<file path="src/pkg/hygcs_params.svh">
`ifndef HYGCS_PARAMS_SVH
`define HYGCS_PARAMS_SVH

// Register indices; the byte address of each register is four times its index.
`define HYGCS_IDX_STATUS 8'h12
`define HYGCS_IDX_AOUT1 8'h1F
`define HYGCS_IDX_AOUT2 8'h20
`define HYGCS_IDX_UNITS 8'h22
`define HYGCS_IDX_IRQ_STAT 8'h40
`define HYGCS_IDX_IRQ_MASK 8'h41

// Default APB address width in bits.
`define HYGCS_ADDR_W 12

// Reset values of the software-visible registers.
`define HYGCS_RST_AOUT1 16'h0000
`define HYGCS_RST_AOUT2 16'h0000
`define HYGCS_RST_UNITS 16'h0000
`define HYGCS_RST_CTRL 7'h00
`define HYGCS_RST_IRQ 4'h0

// Measured-quantity codes for the analog output selectors.
`define HYGCS_QTY_DEWPOINT 8'h00
`define HYGCS_QTY_TEMP 8'h01
`define HYGCS_QTY_PPMV 8'h02
`define HYGCS_QTY_PPMW 8'h03
`define HYGCS_QTY_GKG 8'h04
`define HYGCS_QTY_GM3 8'h05
`define HYGCS_QTY_PRESSURE 8'h06
`define HYGCS_QTY_FLOW 8'h07
`define HYGCS_QTY_RH 8'h08
`define HYGCS_QTY_TDIFF 8'h09

// Analog output range codes.
`define HYGCS_RANGE_0_20MA 2'h0
`define HYGCS_RANGE_4_20MA 2'h1
`define HYGCS_RANGE_0_1V 2'h2

// Pressure unit codes.
`define HYGCS_PRESS_PSIG 2'h0
`define HYGCS_PRESS_BARA 2'h1
`define HYGCS_PRESS_KPA 2'h2
`define HYGCS_PRESS_MPAG 2'h3

// Decimal place codes.
`define HYGCS_DECIMAL_ONE 2'h0
`define HYGCS_DECIMAL_TWO 2'h1
`define HYGCS_DECIMAL_THREE 2'h2

// Mirror control state codes.
`define HYGCS_MIRROR_IN_CONTROL 2'h0
`define HYGCS_MIRROR_HEATING 2'h1
`define HYGCS_MIRROR_COOLING 2'h2

// Operating mode codes.
`define HYGCS_MODE_MEASURE 4'h0
`define HYGCS_MODE_CONTAMINATION 4'h1
`define HYGCS_MODE_HOLD 4'h2
`define HYGCS_MODE_MAX_COOL 4'h4
`define HYGCS_MODE_STANDBY 4'h8

// Interrupt status bit positions and width.
`define HYGCS_IRQ_W 4
`define HYGCS_IRQ_FAULT 0
`define HYGCS_IRQ_HUMIDITY 1
`define HYGCS_IRQ_MODE 2
`define HYGCS_IRQ_MIRROR 3

`endif

</file>
<file path="src/pkg/hygcs_pkg.sv">
package hygcs_pkg;

  // First analog output configuration word.
  typedef struct packed {
    logic [7:0] quantity2;
    logic [7:0] quantity1;
  } hygcs_aout1_t;

  // Second analog output configuration word.
  typedef struct packed {
    logic [1:0] unused;
    logic [1:0] range3;
    logic [1:0] range2;
    logic [1:0] range1;
    logic [7:0] quantity3;
  } hygcs_aout2_t;

  // Display units and command word.
  typedef struct packed {
    logic [3:0] language;
    logic restoreDefaults;
    logic frostEnable;
    logic [1:0] decimalPlaces;
    logic spare7;
    logic coolerManual;
    logic [1:0] pressureUnit;
    logic wetBasis;
    logic rhOverIce;
    logic spare1;
    logic fahrenheit;
  } hygcs_units_t;

  // Writable bits of the instrument state word.
  typedef struct packed {
    logic opticsReset;
    logic displayHold;
    logic maxCool;
    logic contaminationCycle;
    logic logging;
    logic externalPrt;
    logic standby;
  } hygcs_ctrl_t;

  // State reported by the instrument into the state word.
  typedef struct packed {
    logic frostActive;
    logic faultAlarm;
    logic humidityAlarm;
    logic [1:0] mirrorControl;
    logic [3:0] operatingMode;
  } hygcs_sense_t;

  // One-cycle command pulses toward the instrument.
  typedef struct packed {
    logic opticsResetStart;
    logic maxCoolStart;
    logic contaminationToggle;
    logic restoreDefaults;
  } hygcs_cmd_t;

  // Complete state of the register bank.
  typedef struct packed {
    hygcs_aout1_t aout1;
    hygcs_aout2_t aout2;
    hygcs_units_t units;
    hygcs_ctrl_t ctrl;
    hygcs_sense_t sensePrev;
    hygcs_cmd_t cmd;
    logic [3:0] irqStatus;
    logic [3:0] irqMask;
    logic irq;
    logic pready;
    logic pslverr;
    logic [31:0] prdata;
  } hygcs_state_t;

endpackage

</file>
<file path="src/verilog/hygcs_regs.sv">
`timescale 1ns/100ps
`default_nettype none
`include "hygcs_params.svh"

module hygcs_regs #(
  parameter int ADDR_W = `HYGCS_ADDR_W
) (
  input wire logic clk_sys,
  input wire logic reset,
  input wire logic psel,
  input wire logic penable,
  input wire logic pwrite,
  input wire logic [ADDR_W-1:0] paddr,
  input wire logic [31:0] pwdata,
  input wire logic [3:0] pstrb,
  output logic [31:0] prdata,
  output logic pready,
  output logic pslverr,
  input wire hygcs_pkg::hygcs_sense_t senseIn,
  output hygcs_pkg::hygcs_aout1_t aout1Cfg,
  output hygcs_pkg::hygcs_aout2_t aout2Cfg,
  output hygcs_pkg::hygcs_units_t unitsCfg,
  output hygcs_pkg::hygcs_ctrl_t ctrlOut,
  output hygcs_pkg::hygcs_cmd_t cmdPulse,
  output logic irq
);

  ////////////////////////////////////////////////////////////////////////////
  // Declarations and synchronisation.

  hygcs_pkg::hygcs_state_t stateReg;
  hygcs_pkg::hygcs_state_t stateNext;
  hygcs_pkg::hygcs_sense_t senseSync;
  logic [ADDR_W-3:0] wordIdx;
  logic aligned;
  logic hitStatus;
  logic hitAout1;
  logic hitAout2;
  logic hitUnits;
  logic hitIrqStat;
  logic hitIrqMask;
  logic mapped;
  logic setupPhase;
  logic accessWr;
  logic [15:0] statusView;
  logic [`HYGCS_IRQ_W-1:0] irqEvent;

  // Instrument state arrives from outside this clock domain.
  hygcs_sync #(
    .WIDTH($bits(hygcs_pkg::hygcs_sense_t))
  ) senseSyncInst (
    .clk_sys(clk_sys),
    .reset(reset),
    .din(senseIn),
    .dout(senseSync)
  );

  ////////////////////////////////////////////////////////////////////////////
  // Address decode and bus phases.

  // Word index and alignment of the current address.
  assign wordIdx = paddr[ADDR_W-1:2];
  assign aligned = (paddr[1:0] == 2'h0);

  // One select per mapped register.
  assign hitStatus = aligned && (wordIdx == (ADDR_W-2)'(`HYGCS_IDX_STATUS));
  assign hitAout1 = aligned && (wordIdx == (ADDR_W-2)'(`HYGCS_IDX_AOUT1));
  assign hitAout2 = aligned && (wordIdx == (ADDR_W-2)'(`HYGCS_IDX_AOUT2));
  assign hitUnits = aligned && (wordIdx == (ADDR_W-2)'(`HYGCS_IDX_UNITS));
  assign hitIrqStat = aligned && (wordIdx == (ADDR_W-2)'(`HYGCS_IDX_IRQ_STAT));
  assign hitIrqMask = aligned && (wordIdx == (ADDR_W-2)'(`HYGCS_IDX_IRQ_MASK));
  assign mapped = hitStatus || hitAout1 || hitAout2 || hitUnits || hitIrqStat || hitIrqMask;

  // The setup cycle prepares the answer; the access cycle commits writes.
  assign setupPhase = psel && !penable;
  assign accessWr = psel && penable && stateReg.pready && pwrite;

  // The state word as software reads it.
  assign statusView = {stateReg.ctrl.opticsReset, stateReg.ctrl.displayHold, stateReg.ctrl.maxCool,
                       stateReg.ctrl.contaminationCycle, stateReg.ctrl.logging, senseSync.frostActive,
                       senseSync.faultAlarm, senseSync.humidityAlarm, stateReg.ctrl.externalPrt,
                       stateReg.ctrl.standby, senseSync.mirrorControl, senseSync.operatingMode};

  // Events that set sticky interrupt bits.
  always_comb begin
    irqEvent = '0;
    irqEvent[`HYGCS_IRQ_FAULT] = senseSync.faultAlarm && !stateReg.sensePrev.faultAlarm;
    irqEvent[`HYGCS_IRQ_HUMIDITY] = senseSync.humidityAlarm && !stateReg.sensePrev.humidityAlarm;
    irqEvent[`HYGCS_IRQ_MODE] = senseSync.operatingMode != stateReg.sensePrev.operatingMode;
    irqEvent[`HYGCS_IRQ_MIRROR] = senseSync.mirrorControl != stateReg.sensePrev.mirrorControl;
  end

  ////////////////////////////////////////////////////////////////////////////
  // Next-state logic.

  // Merges the two low byte lanes of a write into a 16-bit register.
  function automatic logic [15:0] mergeLanes(input logic [15:0] old, input logic [31:0] wdata,
                                             input logic [3:0] strb);
    logic [15:0] merged;
    merged = old;
    if (strb[0]) begin
      merged[7:0] = wdata[7:0];
    end
    if (strb[1]) begin
      merged[15:8] = wdata[15:8];
    end
    return merged;
  endfunction

  // Bus answer, register writes, command pulses and interrupt bookkeeping.
  always_comb begin
    logic [15:0] stWord;
    logic [`HYGCS_IRQ_W-1:0] clearBits;
    stWord = statusView;
    clearBits = '0;
    stateNext = stateReg;
    stateNext.cmd = '0;
    stateNext.sensePrev = senseSync;
    stateNext.pready = setupPhase;
    stateNext.pslverr = setupPhase && !mapped;
    if (setupPhase) begin
      stateNext.prdata = '0;
      if (hitStatus) begin
        stateNext.prdata[15:0] = statusView;
      end else if (hitAout1) begin
        stateNext.prdata[15:0] = stateReg.aout1;
      end else if (hitAout2) begin
        stateNext.prdata[15:0] = stateReg.aout2;
      end else if (hitUnits) begin
        stateNext.prdata[15:0] = stateReg.units;
      end else if (hitIrqStat) begin
        stateNext.prdata[`HYGCS_IRQ_W-1:0] = stateReg.irqStatus;
      end else if (hitIrqMask) begin
        stateNext.prdata[`HYGCS_IRQ_W-1:0] = stateReg.irqMask;
      end
    end
    if (accessWr) begin
      if (hitAout1) begin
        stateNext.aout1 = mergeLanes(stateReg.aout1, pwdata, pstrb);
      end else if (hitAout2) begin
        stateNext.aout2 = mergeLanes(stateReg.aout2, pwdata, pstrb);
      end else if (hitUnits) begin
        stateNext.units = mergeLanes(stateReg.units, pwdata, pstrb);
        stateNext.cmd.restoreDefaults = pstrb[1] && pwdata[11];
      end else if (hitStatus) begin
        stWord = mergeLanes(statusView, pwdata, pstrb);
        stateNext.ctrl.opticsReset = stWord[15];
        stateNext.ctrl.displayHold = stWord[14];
        stateNext.ctrl.maxCool = stWord[13];
        stateNext.ctrl.logging = stWord[11];
        stateNext.ctrl.externalPrt = stWord[7];
        stateNext.ctrl.standby = stWord[6];
        stateNext.cmd.opticsResetStart = pstrb[1] && pwdata[15];
        stateNext.cmd.maxCoolStart = pstrb[1] && pwdata[13];
        if (pstrb[1] && pwdata[12]) begin
          stateNext.ctrl.contaminationCycle = !stateReg.ctrl.contaminationCycle;
          stateNext.cmd.contaminationToggle = 1'b1;
        end
      end else if (hitIrqStat) begin
        clearBits = pstrb[0] ? pwdata[`HYGCS_IRQ_W-1:0] : '0;
      end else if (hitIrqMask) begin
        if (pstrb[0]) begin
          stateNext.irqMask = pwdata[`HYGCS_IRQ_W-1:0];
        end
      end
    end
    // A new event wins over a clear in the same cycle.
    stateNext.irqStatus = (stateReg.irqStatus & ~clearBits) | irqEvent;
    stateNext.irq = |(stateNext.irqStatus & stateNext.irqMask);
  end

  ////////////////////////////////////////////////////////////////////////////
  // State register.

  // All state clears to its defined value on reset.
  always_ff @(posedge clk_sys) begin
    if (reset) begin
      stateReg <= '0;
      stateReg.aout1 <= `HYGCS_RST_AOUT1;
      stateReg.aout2 <= `HYGCS_RST_AOUT2;
      stateReg.units <= `HYGCS_RST_UNITS;
      stateReg.ctrl <= `HYGCS_RST_CTRL;
      stateReg.irqStatus <= `HYGCS_RST_IRQ;
      stateReg.irqMask <= `HYGCS_RST_IRQ;
    end else begin
      stateReg <= stateNext;
    end
  end

  // Every output is a field of the state register.
  assign prdata = stateReg.prdata;
  assign pready = stateReg.pready;
  assign pslverr = stateReg.pslverr;
  assign aout1Cfg = stateReg.aout1;
  assign aout2Cfg = stateReg.aout2;
  assign unitsCfg = stateReg.units;
  assign ctrlOut = stateReg.ctrl;
  assign cmdPulse = stateReg.cmd;
  assign irq = stateReg.irq;
endmodule

`default_nettype wire

</file>
<file path="src/verilog/hygcs_sync.sv">
`timescale 1ns/100ps
`default_nettype none

// Two-stage synchroniser for a group of level inputs.
module hygcs_sync #(
  parameter int WIDTH = 1
) (
  input wire logic clk_sys,
  input wire logic reset,
  input wire logic [WIDTH-1:0] din,
  output logic [WIDTH-1:0] dout
);

  logic [1:0][WIDTH-1:0] syncReg;
  logic [1:0][WIDTH-1:0] syncNext;

  // The first stage feeds only the second stage.
  always_comb begin
    syncNext[0] = din;
    syncNext[1] = syncReg[0];
  end

  // Both stages clear on reset.
  always_ff @(posedge clk_sys) begin
    if (reset) begin
      syncReg <= '0;
    end else begin
      syncReg <= syncNext;
    end
  end

  assign dout = syncReg[1];

endmodule

`default_nettype wire
</file>
<file path="config.mk">
export PLATFORM = sky130hd
export DESIGN_NAME = hygcs_regs
export DESIGN_NICKNAME = d
export VERILOG_FILES = /design/src/pkg/hygcs_pkg.sv /design/src/verilog/hygcs_regs.sv /design/src/verilog/hygcs_sync.sv
export VERILOG_INCLUDE_DIRS = /design/src /design/src/pkg
export SDC_FILE = /design/constraint.sdc
export NUM_CORES = 1
export LEC_CHECK = 0
export ABC_AREA = 1
export ABC_CLOCK_PERIOD_IN_PS = 1500
export BUFFER_PORTS_ARGS = -buffer_cell sky130_fd_sc_hd__buf_2
export CORE_MARGIN = 2
export CORE_UTILIZATION = 40
export CTS_BUF_LIST = sky130_fd_sc_hd__clkbuf_4 sky130_fd_sc_hd__clkbuf_8
export DETAILED_ROUTE_END_ITERATION = 12
export HOLD_SLACK_MARGIN = 0.15
export PLACE_DENSITY = 0.66
export SYNTH_ARGS = -nofsm -noshare
export SYNTH_HDL_FRONTEND = slang
export SYNTH_HIERARCHICAL = 1
export SYNTH_SLANG_ARGS = --single-unit
</file>
<file path="constraint.sdc">
create_clock -name clk_sys -period 1.5 [get_ports clk_sys]
set_clock_uncertainty 0.1 [all_clocks]
set_input_delay 0 -clock clk_sys [delete_from_list [all_inputs] [get_ports clk_sys]]
set_output_delay 0 -clock clk_sys [all_outputs]
set_load 0.05 [all_outputs]
</file>
After elaboration in Yosys (flattened, before gate mapping)

Cells that the tools add are included.

Bits in registers: 112
Bits of input ports: 62
Output and inout bits: 94

Reductions and logical operators: 40
Muxes and demuxes: 23
Bitwise gates (word level): 9
Eq/ne operators: 8

Operators by type and width:

| operator            | count |
|---|---|
| $mux 4              | 18 |
| $mux 16             | 3 |
| $eq 10x5->1 const B | 2 |
| $eq 10x6->1 const B | 2 |
| $eq 10x7->1 const B | 2 |
| $reduce_and 6->1    | 3 |
| $logic_and 1x1->1   | 17 |
| $mux 12             | 1 |
| $reduce_and 5->1    | 2 |
| $and 4x4->4         | 2 |
| $reduce_and 4->1    | 2 |
| $reduce_and 3->1    | 2 |
| $reduce_or 6->1     | 1 |
| $logic_not 1->1     | 5 |
| $logic_or 1x1->1    | 5 |
| $not 1->1           | 5 |
| $reduce_or 5->1     | 1 |
| $ne 4x4->1          | 1 |
| $not 4->4           | 1 |
| $or 4x4->4          | 1 |
| $reduce_or 4->1     | 1 |
| $logic_not 2->1     | 1 |
| $ne 2x2->1          | 1 |
| $mux 1              | 1 |

Depth between registers and ports, before layout

Gate-level depths: netlist (run 1).

Depth in word-level cells: 13
Mapped depth: 13
Depth with buffers taken out: 12

By module

The synthesis (run 1) kept the hierarchy.

By module, submodules not included:

| module     | instances | seq. area each (um^2) | area an instance (um^2) | cells each |
|---|---|---|---|---|
| hygcs_regs | 1         | 1881.8                | 5133.7                  | 715 |
| hygcs_sync | 1         | 360.3                 | 521.8                   | 56 |

Least setup slack after synthesis (run 1)

Ideal clock, no wire load.

Kind: register to register
Start point: reg stateReg, in the netlist pready
End point: reg stateReg, in the netlist unitsCfg[0]
Arrival time: 1.829 ns
Setup slack: -0.545 ns
Period minus slack after synthesis: 2.045 ns
Cell stages (with the launch flop): 7
Library setup time: 0.116 ns
Required time: 1.284 ns
Cell sequence: dfxtp_1 nand4_2 nor4_4 nand2_2 buf_6 o21ai_0 nor2_1

Cells in the longest elaborated chain, start to end: 3

Ends and longest elaborated chain:

| element                         | RTL line          | RTL |
|---|---|---|
| from (decl)                     | hygcs_regs.sv:31  | `hygcs_pkg::hygcs_state_t stateReg;` |
| from (signal assigned)          | hygcs_regs.sv:186 | `stateReg <= stateNext;` |
| $logic_and 1x1->1 (2 in series) | hygcs_regs.sv:76  | `assign accessWr = psel && penable && stateReg.pready && pwrite;` |
| $reduce_and 5->1 (no line)      | --                |  |

Every way passes these cells.
A chain may end at the register's enable or synchronous reset.

Worst setup path in the final report (run 1)

Start point: reg stateReg, in the netlist pready
End point: reg stateReg, in the netlist cmdPulse[1]

Cells in the longest elaborated chain, start to end: 4

Ends and longest elaborated chain:

| element                         | RTL line |
|---|---|
| $logic_and 1x1->1 (2 in series) | hygcs_regs.sv:76 |
| $not 1->1 (no line)             | -- |
| $reduce_or 6->1 (no line)       | -- |

Every way passes these cells.

==> flow_metrics.env, run 1 <==
export IMPL_critPathMaxStageDelay_ns=0.36
export IMPL_critPathRequiredTime_ns=1.70
export IMPL_rsz0062_at_grt="yes"
export IMPL_hold_path_class="input port to flop"
export IMPL_cp_end_kind="flop"
export IMPL_finalWorstSetupSlack_ns=-0.0512
export IMPL_tightest_slew_ns=0.510
export IMPL_hold_violations=0
export IMPL_final_cell_area_sq_um=7270
export IMPL_status="complete, but fails checks"
export IMPL_track_usage_pct=21.2
export IMPL_vias_per_cell=4.89
export IMPL_cts_tree="done"
export IMPL_drv_cap=0
export IMPL_grt_pass1_vias=4876
export IMPL_dpl_worst_slack_ns=-0.206
export IMPL_drtAntennaViolNets=0
export IMPL_slowest_stage="dfxtp_4"
export IMPL_switching_power_uw=1490
export IMPL_gp_congestion=0.860
export IMPL_die_w_um=123
export IMPL_path_cells="nand4_4 -> buf_6 -> nor3_4 -> nand4_1 -> nor3_2"
export IMPL_antenna_cells=0
export IMPL_seq_power_share_pct=54.9
export IMPL_setup_viol=6
export IMPL_netlist_area_sq_um=5660
export IMPL_core_area_sq_um=13800
export IMPL_final_cell_mix="121 x buf_2, 111 x dfxtp_1, 96 x inv_1, 92 x nand2_1, 83 x nor2_1"
export IMPL_cts_sinks=112
export IMPL_power_leakage_uw=0.00346
export IMPL_routed_wl_mm=16.1
export IMPL_vias=5359
export IMPL_port_buffers=121
export IMPL_nFillCells=1315
export IMPL_final_common_cell="buf_2"
export IMPL_grt_remaining_overflow=0
export IMPL_clk_path_buf_depth=2
export IMPL_crit_fanout=4
export IMPL_io_pins=156
export IMPL_syn_inst=771
export IMPL_yosysSeqAreaShare_pct=39.6
export IMPL_post_synth_cell_area_avg_sq_um=7.34
export IMPL_fin_crit_ns=1.55
export IMPL_syn_to_final_growth_pct=28.6
export IMPL_maxSlewViolCount=0
export IMPL_cp_num_buf_inv=1
export IMPL_max_slew_margin_rel_pct=66.0
export IMPL_synth_seq_cells=112
export IMPL_criticalPathCategory="flop to flop"
export IMPL_cp_top_family="simple AND/OR/NAND/NOR gates"
export IMPL_multiInputGateArea_sq_um=2480
export IMPL_drc_errors=0
export IMPL_vdd_ir_drop_max_mv=0.385
export IMPL_internal_power_uw=4050
export IMPL_die_height_um=123
export IMPL_fin_cells=1097
export IMPL_fin_crit_sh_pct=103
export IMPL_yosysUniqueCellTypes=36
export IMPL_p_clk_share_pct=32.8
export IMPL_pwr_share_comb_pct=12.3
export IMPL_violations="negative setup slack"
export IMPL_drt_iter0_drc=465
export IMPL_fin_total_pwr_uw=5540
export IMPL_dp_cells=1020
export IMPL_p_sw_share_pct=27.0
export IMPL_grt_start_max_net_pins=48
export IMPL_cts_made_buffers=9
export IMPL_setup_tns_ns=-0.116
export IMPL_drt_pass1_iterations=5
export IMPL_final_nets=974
export IMPL_die_area_sq_um=15100
export IMPL_htreeDepth=3
export IMPL_p_per_area_nw_per_um2=762
export IMPL_crit_path_start_kind="flop"
export IMPL_ff_latch_area_sq_um=2250
export IMPL_ys_warn_count=6
export IMPL_grt_pass1_wl_mm=24.7
export IMPL_clk_insertion_delay_late_ns=0.38
export IMPL_wire_per_inst_um=14.7
export IMPL_start_util_pct=40.9
export IMPL_drive_gt1_share_pct=30.8
export IMPL_timing_fmax_mhz=645
export IMPL_dpl_cell_area_sq_um=6210
export IMPL_rows=43
export IMPL_dp_hpwl_mm=11.3
export IMPL_cp_arrival_ns=1.75
export IMPL_cts_root_buf="clkbuf_8"
export IMPL_antenna_found_initial=0
export IMPL_clk_pin_slew_worst_paths_ns=0.10
-- cell type report --
type / instances / area share (%)
multi-input cells: 451 / 34.1
flip-flops and latches: 112 / 30.9
repair buffers: 236 / 23.8
inverters: 102 / 5.44
well taps: 180 / 3.10
clock buffers: 9 / 1.70
clock inverters: 7 / 0.929
-- state kept, by name, summed over array words and instances, names as in the netlist --
register	cells
senseSyncInst/dout	9
senseSyncInst/syncNext	9
pslverr	1
aout1Cfg	16
prdata	16
stateReg	16
unitsCfg	16
cmdPulse	4
pready	1
aout2Cfg	16
irq	1
ctrlOut	7
-- logic make-up (layout without fill, tap and decap cells) --
group	count (synthesis)	count (layout)	synth area share [%]
flip-flops	112	112	39.6
other	1	16	0.0663
buffers and inverters	224	354	21.7
XOR/XNOR	6	6	0.929
AND/OR/NAND/NOR	278	279	23.6
AO/OA/AOI/OAI	150	150	14.0
-- stage by stage --
stage,hold slack [ns],util (%)
after CTS,0.118,50.4
after global routing,0.185,52.6
final,0.174,52.6
after floorplan,0.00697,-
after detailed placement,0.109,44.9
after global placement,0.106,44.9
-- power by group through the flow --
stage / clock, uW / combinational (uW) / sequential (uW)
floorplan: 0 / 372 / 3110
global placement: 0 / 540 / 3110
detailed placement: 0 / 542 / 3110
CTS: 1850 / 645 / 3040
global route: 1960 / 738 / 3050
finish: 1820 / 680 / 3040
-- final timing paths --
kind	start	to	slack, ns	cells past startpoint
min reg2reg	senseSyncInst/syncNext[17]	senseSyncInst/dout[8]	0.31	2
max	pready	cmdPulse[1]	-0.05	5
max reg2reg	pready	cmdPulse[1]	-0.05	5
min	penable	unitsCfg[1]	0.17	6
-- timing repair --
action / CTS / global route
pin swaps: 5 / 12
hold buffers: 45 / 0
setup buffers: 3 / 10
gates resized for setup: 27 / 68
endpoints found under the setup margin: 51 / 47
endpoints found under the hold margin: 102 / 0
gates cloned: 2 / 1
-- routing by layer --
layer / up-vias / wire (um) / track usage (%)
met2: 184 / 7460 / 34.3
met1: 2467 / 7210 / 28.7
met4: 0 / 345 / 6.61
met5: - / 0 / 0
li1: 2678 / - / -
met3: 30 / 1080 / 3.97
-- worst register-to-register path, cell delays in order, from the launching register on --
cell and delay (ns):
dfxtp_4 0.36, nand4_4 0.12, buf_6 0.17, nor3_4 0.22
nand4_1 0.23, nor3_2 0.27
-- synthesized netlist by cell type, drive strengths merged --
master | number | area (sq um)
a211oi | 12 | 90.1
o21ai | 70 | 350
conb | 1 | 3.75
nand4 | 41 | 269
or2 | 3 | 18.8
dfxtp | 112 | 2240
nor4 | 2 | 27.5
buf | 103 | 773
nor3 | 11 | 77.6
nor2 | 97 | 415
o211ai | 5 | 37.5
inv | 101 | 382
xor2 | 3 | 26.3
xnor2 | 3 | 26.3
nand3 | 24 | 125
and3 | 1 | 6.26
clkbuf | 19 | 71.3
clkinv | 1 | 3.75
nand2 | 99 | 394
a21oi | 63 | 315
Power figures use the tool's default switching activity.
==> run 2: changes to the inputs <==
--- a/config.mk
+++ b/config.mk
@@ -9,12 +9,14 @@
 export ABC_AREA = 1
 export ABC_CLOCK_PERIOD_IN_PS = 1500
 export BUFFER_PORTS_ARGS = -buffer_cell sky130_fd_sc_hd__buf_2
+export CELL_PAD_IN_SITES_DETAIL_PLACEMENT = 1
+export CELL_PAD_IN_SITES_GLOBAL_PLACEMENT = 1
 export CORE_MARGIN = 2
-export CORE_UTILIZATION = 40
+export CORE_UTILIZATION = 35
 export CTS_BUF_LIST = sky130_fd_sc_hd__clkbuf_4 sky130_fd_sc_hd__clkbuf_8
 export DETAILED_ROUTE_END_ITERATION = 12
 export HOLD_SLACK_MARGIN = 0.15
-export PLACE_DENSITY = 0.66
+export PLACE_DENSITY_LB_ADDON = 0.1
 export SYNTH_ARGS = -nofsm -noshare
 export SYNTH_HDL_FRONTEND = slang
 export SYNTH_HIERARCHICAL = 1
==> run 2 against run 1 <==
The run still ends with negative setup slack left. Total power rose by 6.7%. Via count rose by 2.8%. Register-to-register slack got worse by 0.099 ns. Critical path depth rose by 1. Cell count rose by 4.1%. Combinational power rose by 3.2%. Clock power rose by 19%. Wire length rose by 21%.
==> flow_metrics.env, run 2 (same netlist as run 1, synthesis figures left out) <==
export IMPL_grt_start_max_net_pins=66
export IMPL_drt_pass1_iterations=4
export IMPL_die_w_um=131
export IMPL_worstSetupEndpoint="unitsCfg[1]"
export IMPL_drc_errors=0
export IMPL_crit_fanout=6
export IMPL_core_area_sq_um=15800
export IMPL_drv_cap=0
export IMPL_whs_path_depth=8
export IMPL_hold_violations=0
export IMPL_dp_hpwl_mm=13.8
export IMPL_clk_path_buf_depth=2
export IMPL_gp_congestion=0.854
export IMPL_vias=5510
export IMPL_fin_cells=1142
export IMPL_crit_top_cell="buf_6"
export IMPL_finalWorstSetupSlack_ns=-0.150
export IMPL_drtAntennaViolNets=0
export IMPL_rsz0062_at_grt="yes"
export IMPL_cts_made_buffers=9
export IMPL_antenna_cells=0
export IMPL_path_cells="nand4_4 -> nor4_4 -> buf_6 -> nand2_8 -> buf_6 -> a21oi_2"
export IMPL_grt_pass1_vias=5628
export IMPL_clk_insertion_delay_late_ns=0.40
export IMPL_tightest_slew_ns=0.834
export IMPL_fin_crit_sh_pct=110
export IMPL_cp_num_buf_inv=2
export IMPL_vias_per_cell=4.82
export IMPL_track_usage_pct=22.2
export IMPL_cts_tree="done"
export IMPL_vdd_ir_drop_max_mv=0.397
export IMPL_cp_end_kind="flop"
export IMPL_wire_per_inst_um=17.0
export IMPL_htreeDepth=3
export IMPL_critPathRequiredTime_ns=1.74
export IMPL_routed_wl_mm=19.4
export IMPL_critical_path_depth=6
export IMPL_r2r_cells=6
export IMPL_crit_path_start_kind="flop"
export IMPL_rows=46
export IMPL_io_pins=156
export IMPL_critPathMaxStageDelay_ns=0.41
export IMPL_crit_path_start="pready"
export IMPL_setup_viol=48
export IMPL_grt_remaining_overflow=0
export IMPL_hold_path_class="input port to flop"
export IMPL_final_common_cell="buf_2"
export IMPL_maxSlewViolCount=0
export IMPL_slowest_stage="nor4_4"
export IMPL_die_height_um=131
export IMPL_grt_pass1_wl_mm=30.4
export IMPL_final_cell_mix="121 x buf_2, 111 x dfxtp_1, 96 x inv_1, 91 x nand2_1, 82 x nor2_1"
export IMPL_criticalPathCategory="flop to flop"
export IMPL_start_util_pct=35.7
export IMPL_status="complete, but fails checks"
export IMPL_r2r_slack_ns=-0.15
export IMPL_power_leakage_uw=0.00357
export IMPL_fin_crit_ns=1.65
export IMPL_r2r_end="unitsCfg[1]"
export IMPL_timing_fmax_mhz=606
export IMPL_dp_cells=1067
export IMPL_p_per_area_nw_per_um2=786
export IMPL_die_area_sq_um=17200
export IMPL_final_nets=983
export IMPL_cp_arrival_ns=1.89
export IMPL_violations="negative setup slack"
export IMPL_clk_pin_slew_worst_paths_ns=0.12
export IMPL_drive_gt1_share_pct=33.2
export IMPL_setup_tns_ns=-4.35
export IMPL_max_slew_margin_rel_pct=44.3
export IMPL_syn_to_final_growth_pct=32.8
export IMPL_cts_sinks=112
export IMPL_port_buffers=121
export IMPL_drt_iter0_drc=253
export IMPL_cts_root_buf="clkbuf_8"
export IMPL_rr_startpoint="pready"
export IMPL_cp_top_family="simple AND/OR/NAND/NOR gates"
export IMPL_antenna_found_initial=0
-- run 2: changes by cell type in the layout (fill, tap and decap cells not counted), moves of 4 or more --
cell,before,now
buf_4,52,60
a21oi_1,56,49
a21oi_2,7,14
o21ai_0,40,34
dlygate4sd3_1,45,40
clkinv_2,4,0
-- run 2: layout make-up --
class / count / area [sq um]
well taps: 216 / 270
multi-input cells: 451 / 2530
flip-flops and latches: 112 / 2250
inverters: 102 / 395
clock inverters: 6 / 97.6
fillers: 1993 / 8320
repair buffers: 245 / 1830
clock buffers: 10 / 138
-- run 2: worst min path at each step --
stage | from | endpoint
finish | paddr[5] | stateReg[38]
detailed placement | senseIn[0] | senseSyncInst/syncNext[9]
global route | paddr[5] | stateReg[38]
CTS | paddr[5] | stateReg[38]
global placement | senseIn[0] | senseSyncInst/syncNext[9]
floorplan | senseIn[1] | senseSyncInst/syncNext[10]
-- run 2: through the flow --
| step | util [%] | setup WS [ns] | area [sq um] | total power, uW | hold slack, ns |
|---|---|---|---|---|---|
| floorplan | - | -0.142 | 5730 | 3480 | 0.00697 |
| global placement | 40.2 | -0.195 | 6370 | 3660 | 0.0983 |
| detailed placement | 40.2 | -0.239 | 6370 | 3670 | 0.112 |
| CTS | 45.8 | -0.127 | 7250 | 5930 | 0.0732 |
| global route | 47.5 | -0.263 | 7510 | 6130 | 0.153 |
| finish | 47.5 | -0.150 | 7510 | 5910 | 0.0763 |
-- run 2: power by group --
group | internal, uW | total [uW] | switching, uW
Combinational | 251 | 702 | 451
Sequential | 3020 | 3040 | 23.1
Clock | 1010 | 2160 | 1150
-- run 2: worst register-to-register path: stages (launching register included) --
cell     delay (ns)
dfxtp_4        0.38
nand4_4        0.15
nor4_4         0.42
buf_6          0.21
nand2_8        0.09
buf_6          0.14
a21oi_2        0.11
-- run 2: timing repair --
action | 4_1_cts | 5_1_grt
cloned | 2 | 2
setup endpoints to repair | 54 | 74
hold buffers | 42 | 0
pin swaps | 19 | 21
endpoints found under the hold margin | 111 | 0
buffers inserted | 5 | 9
resized for setup | 71 | 47
-- run 2: routing by layer --
metal / GRT usage (%) / up-vias / wire [um]
met3: 4.05 / 19 / 998
met4: 5.56 / 0 / 270
met2: 37.6 / 127 / 9410
met1: 29.4 / 2670 / 8720
met5: 0 / - / 0
li1: - / 2694 / -
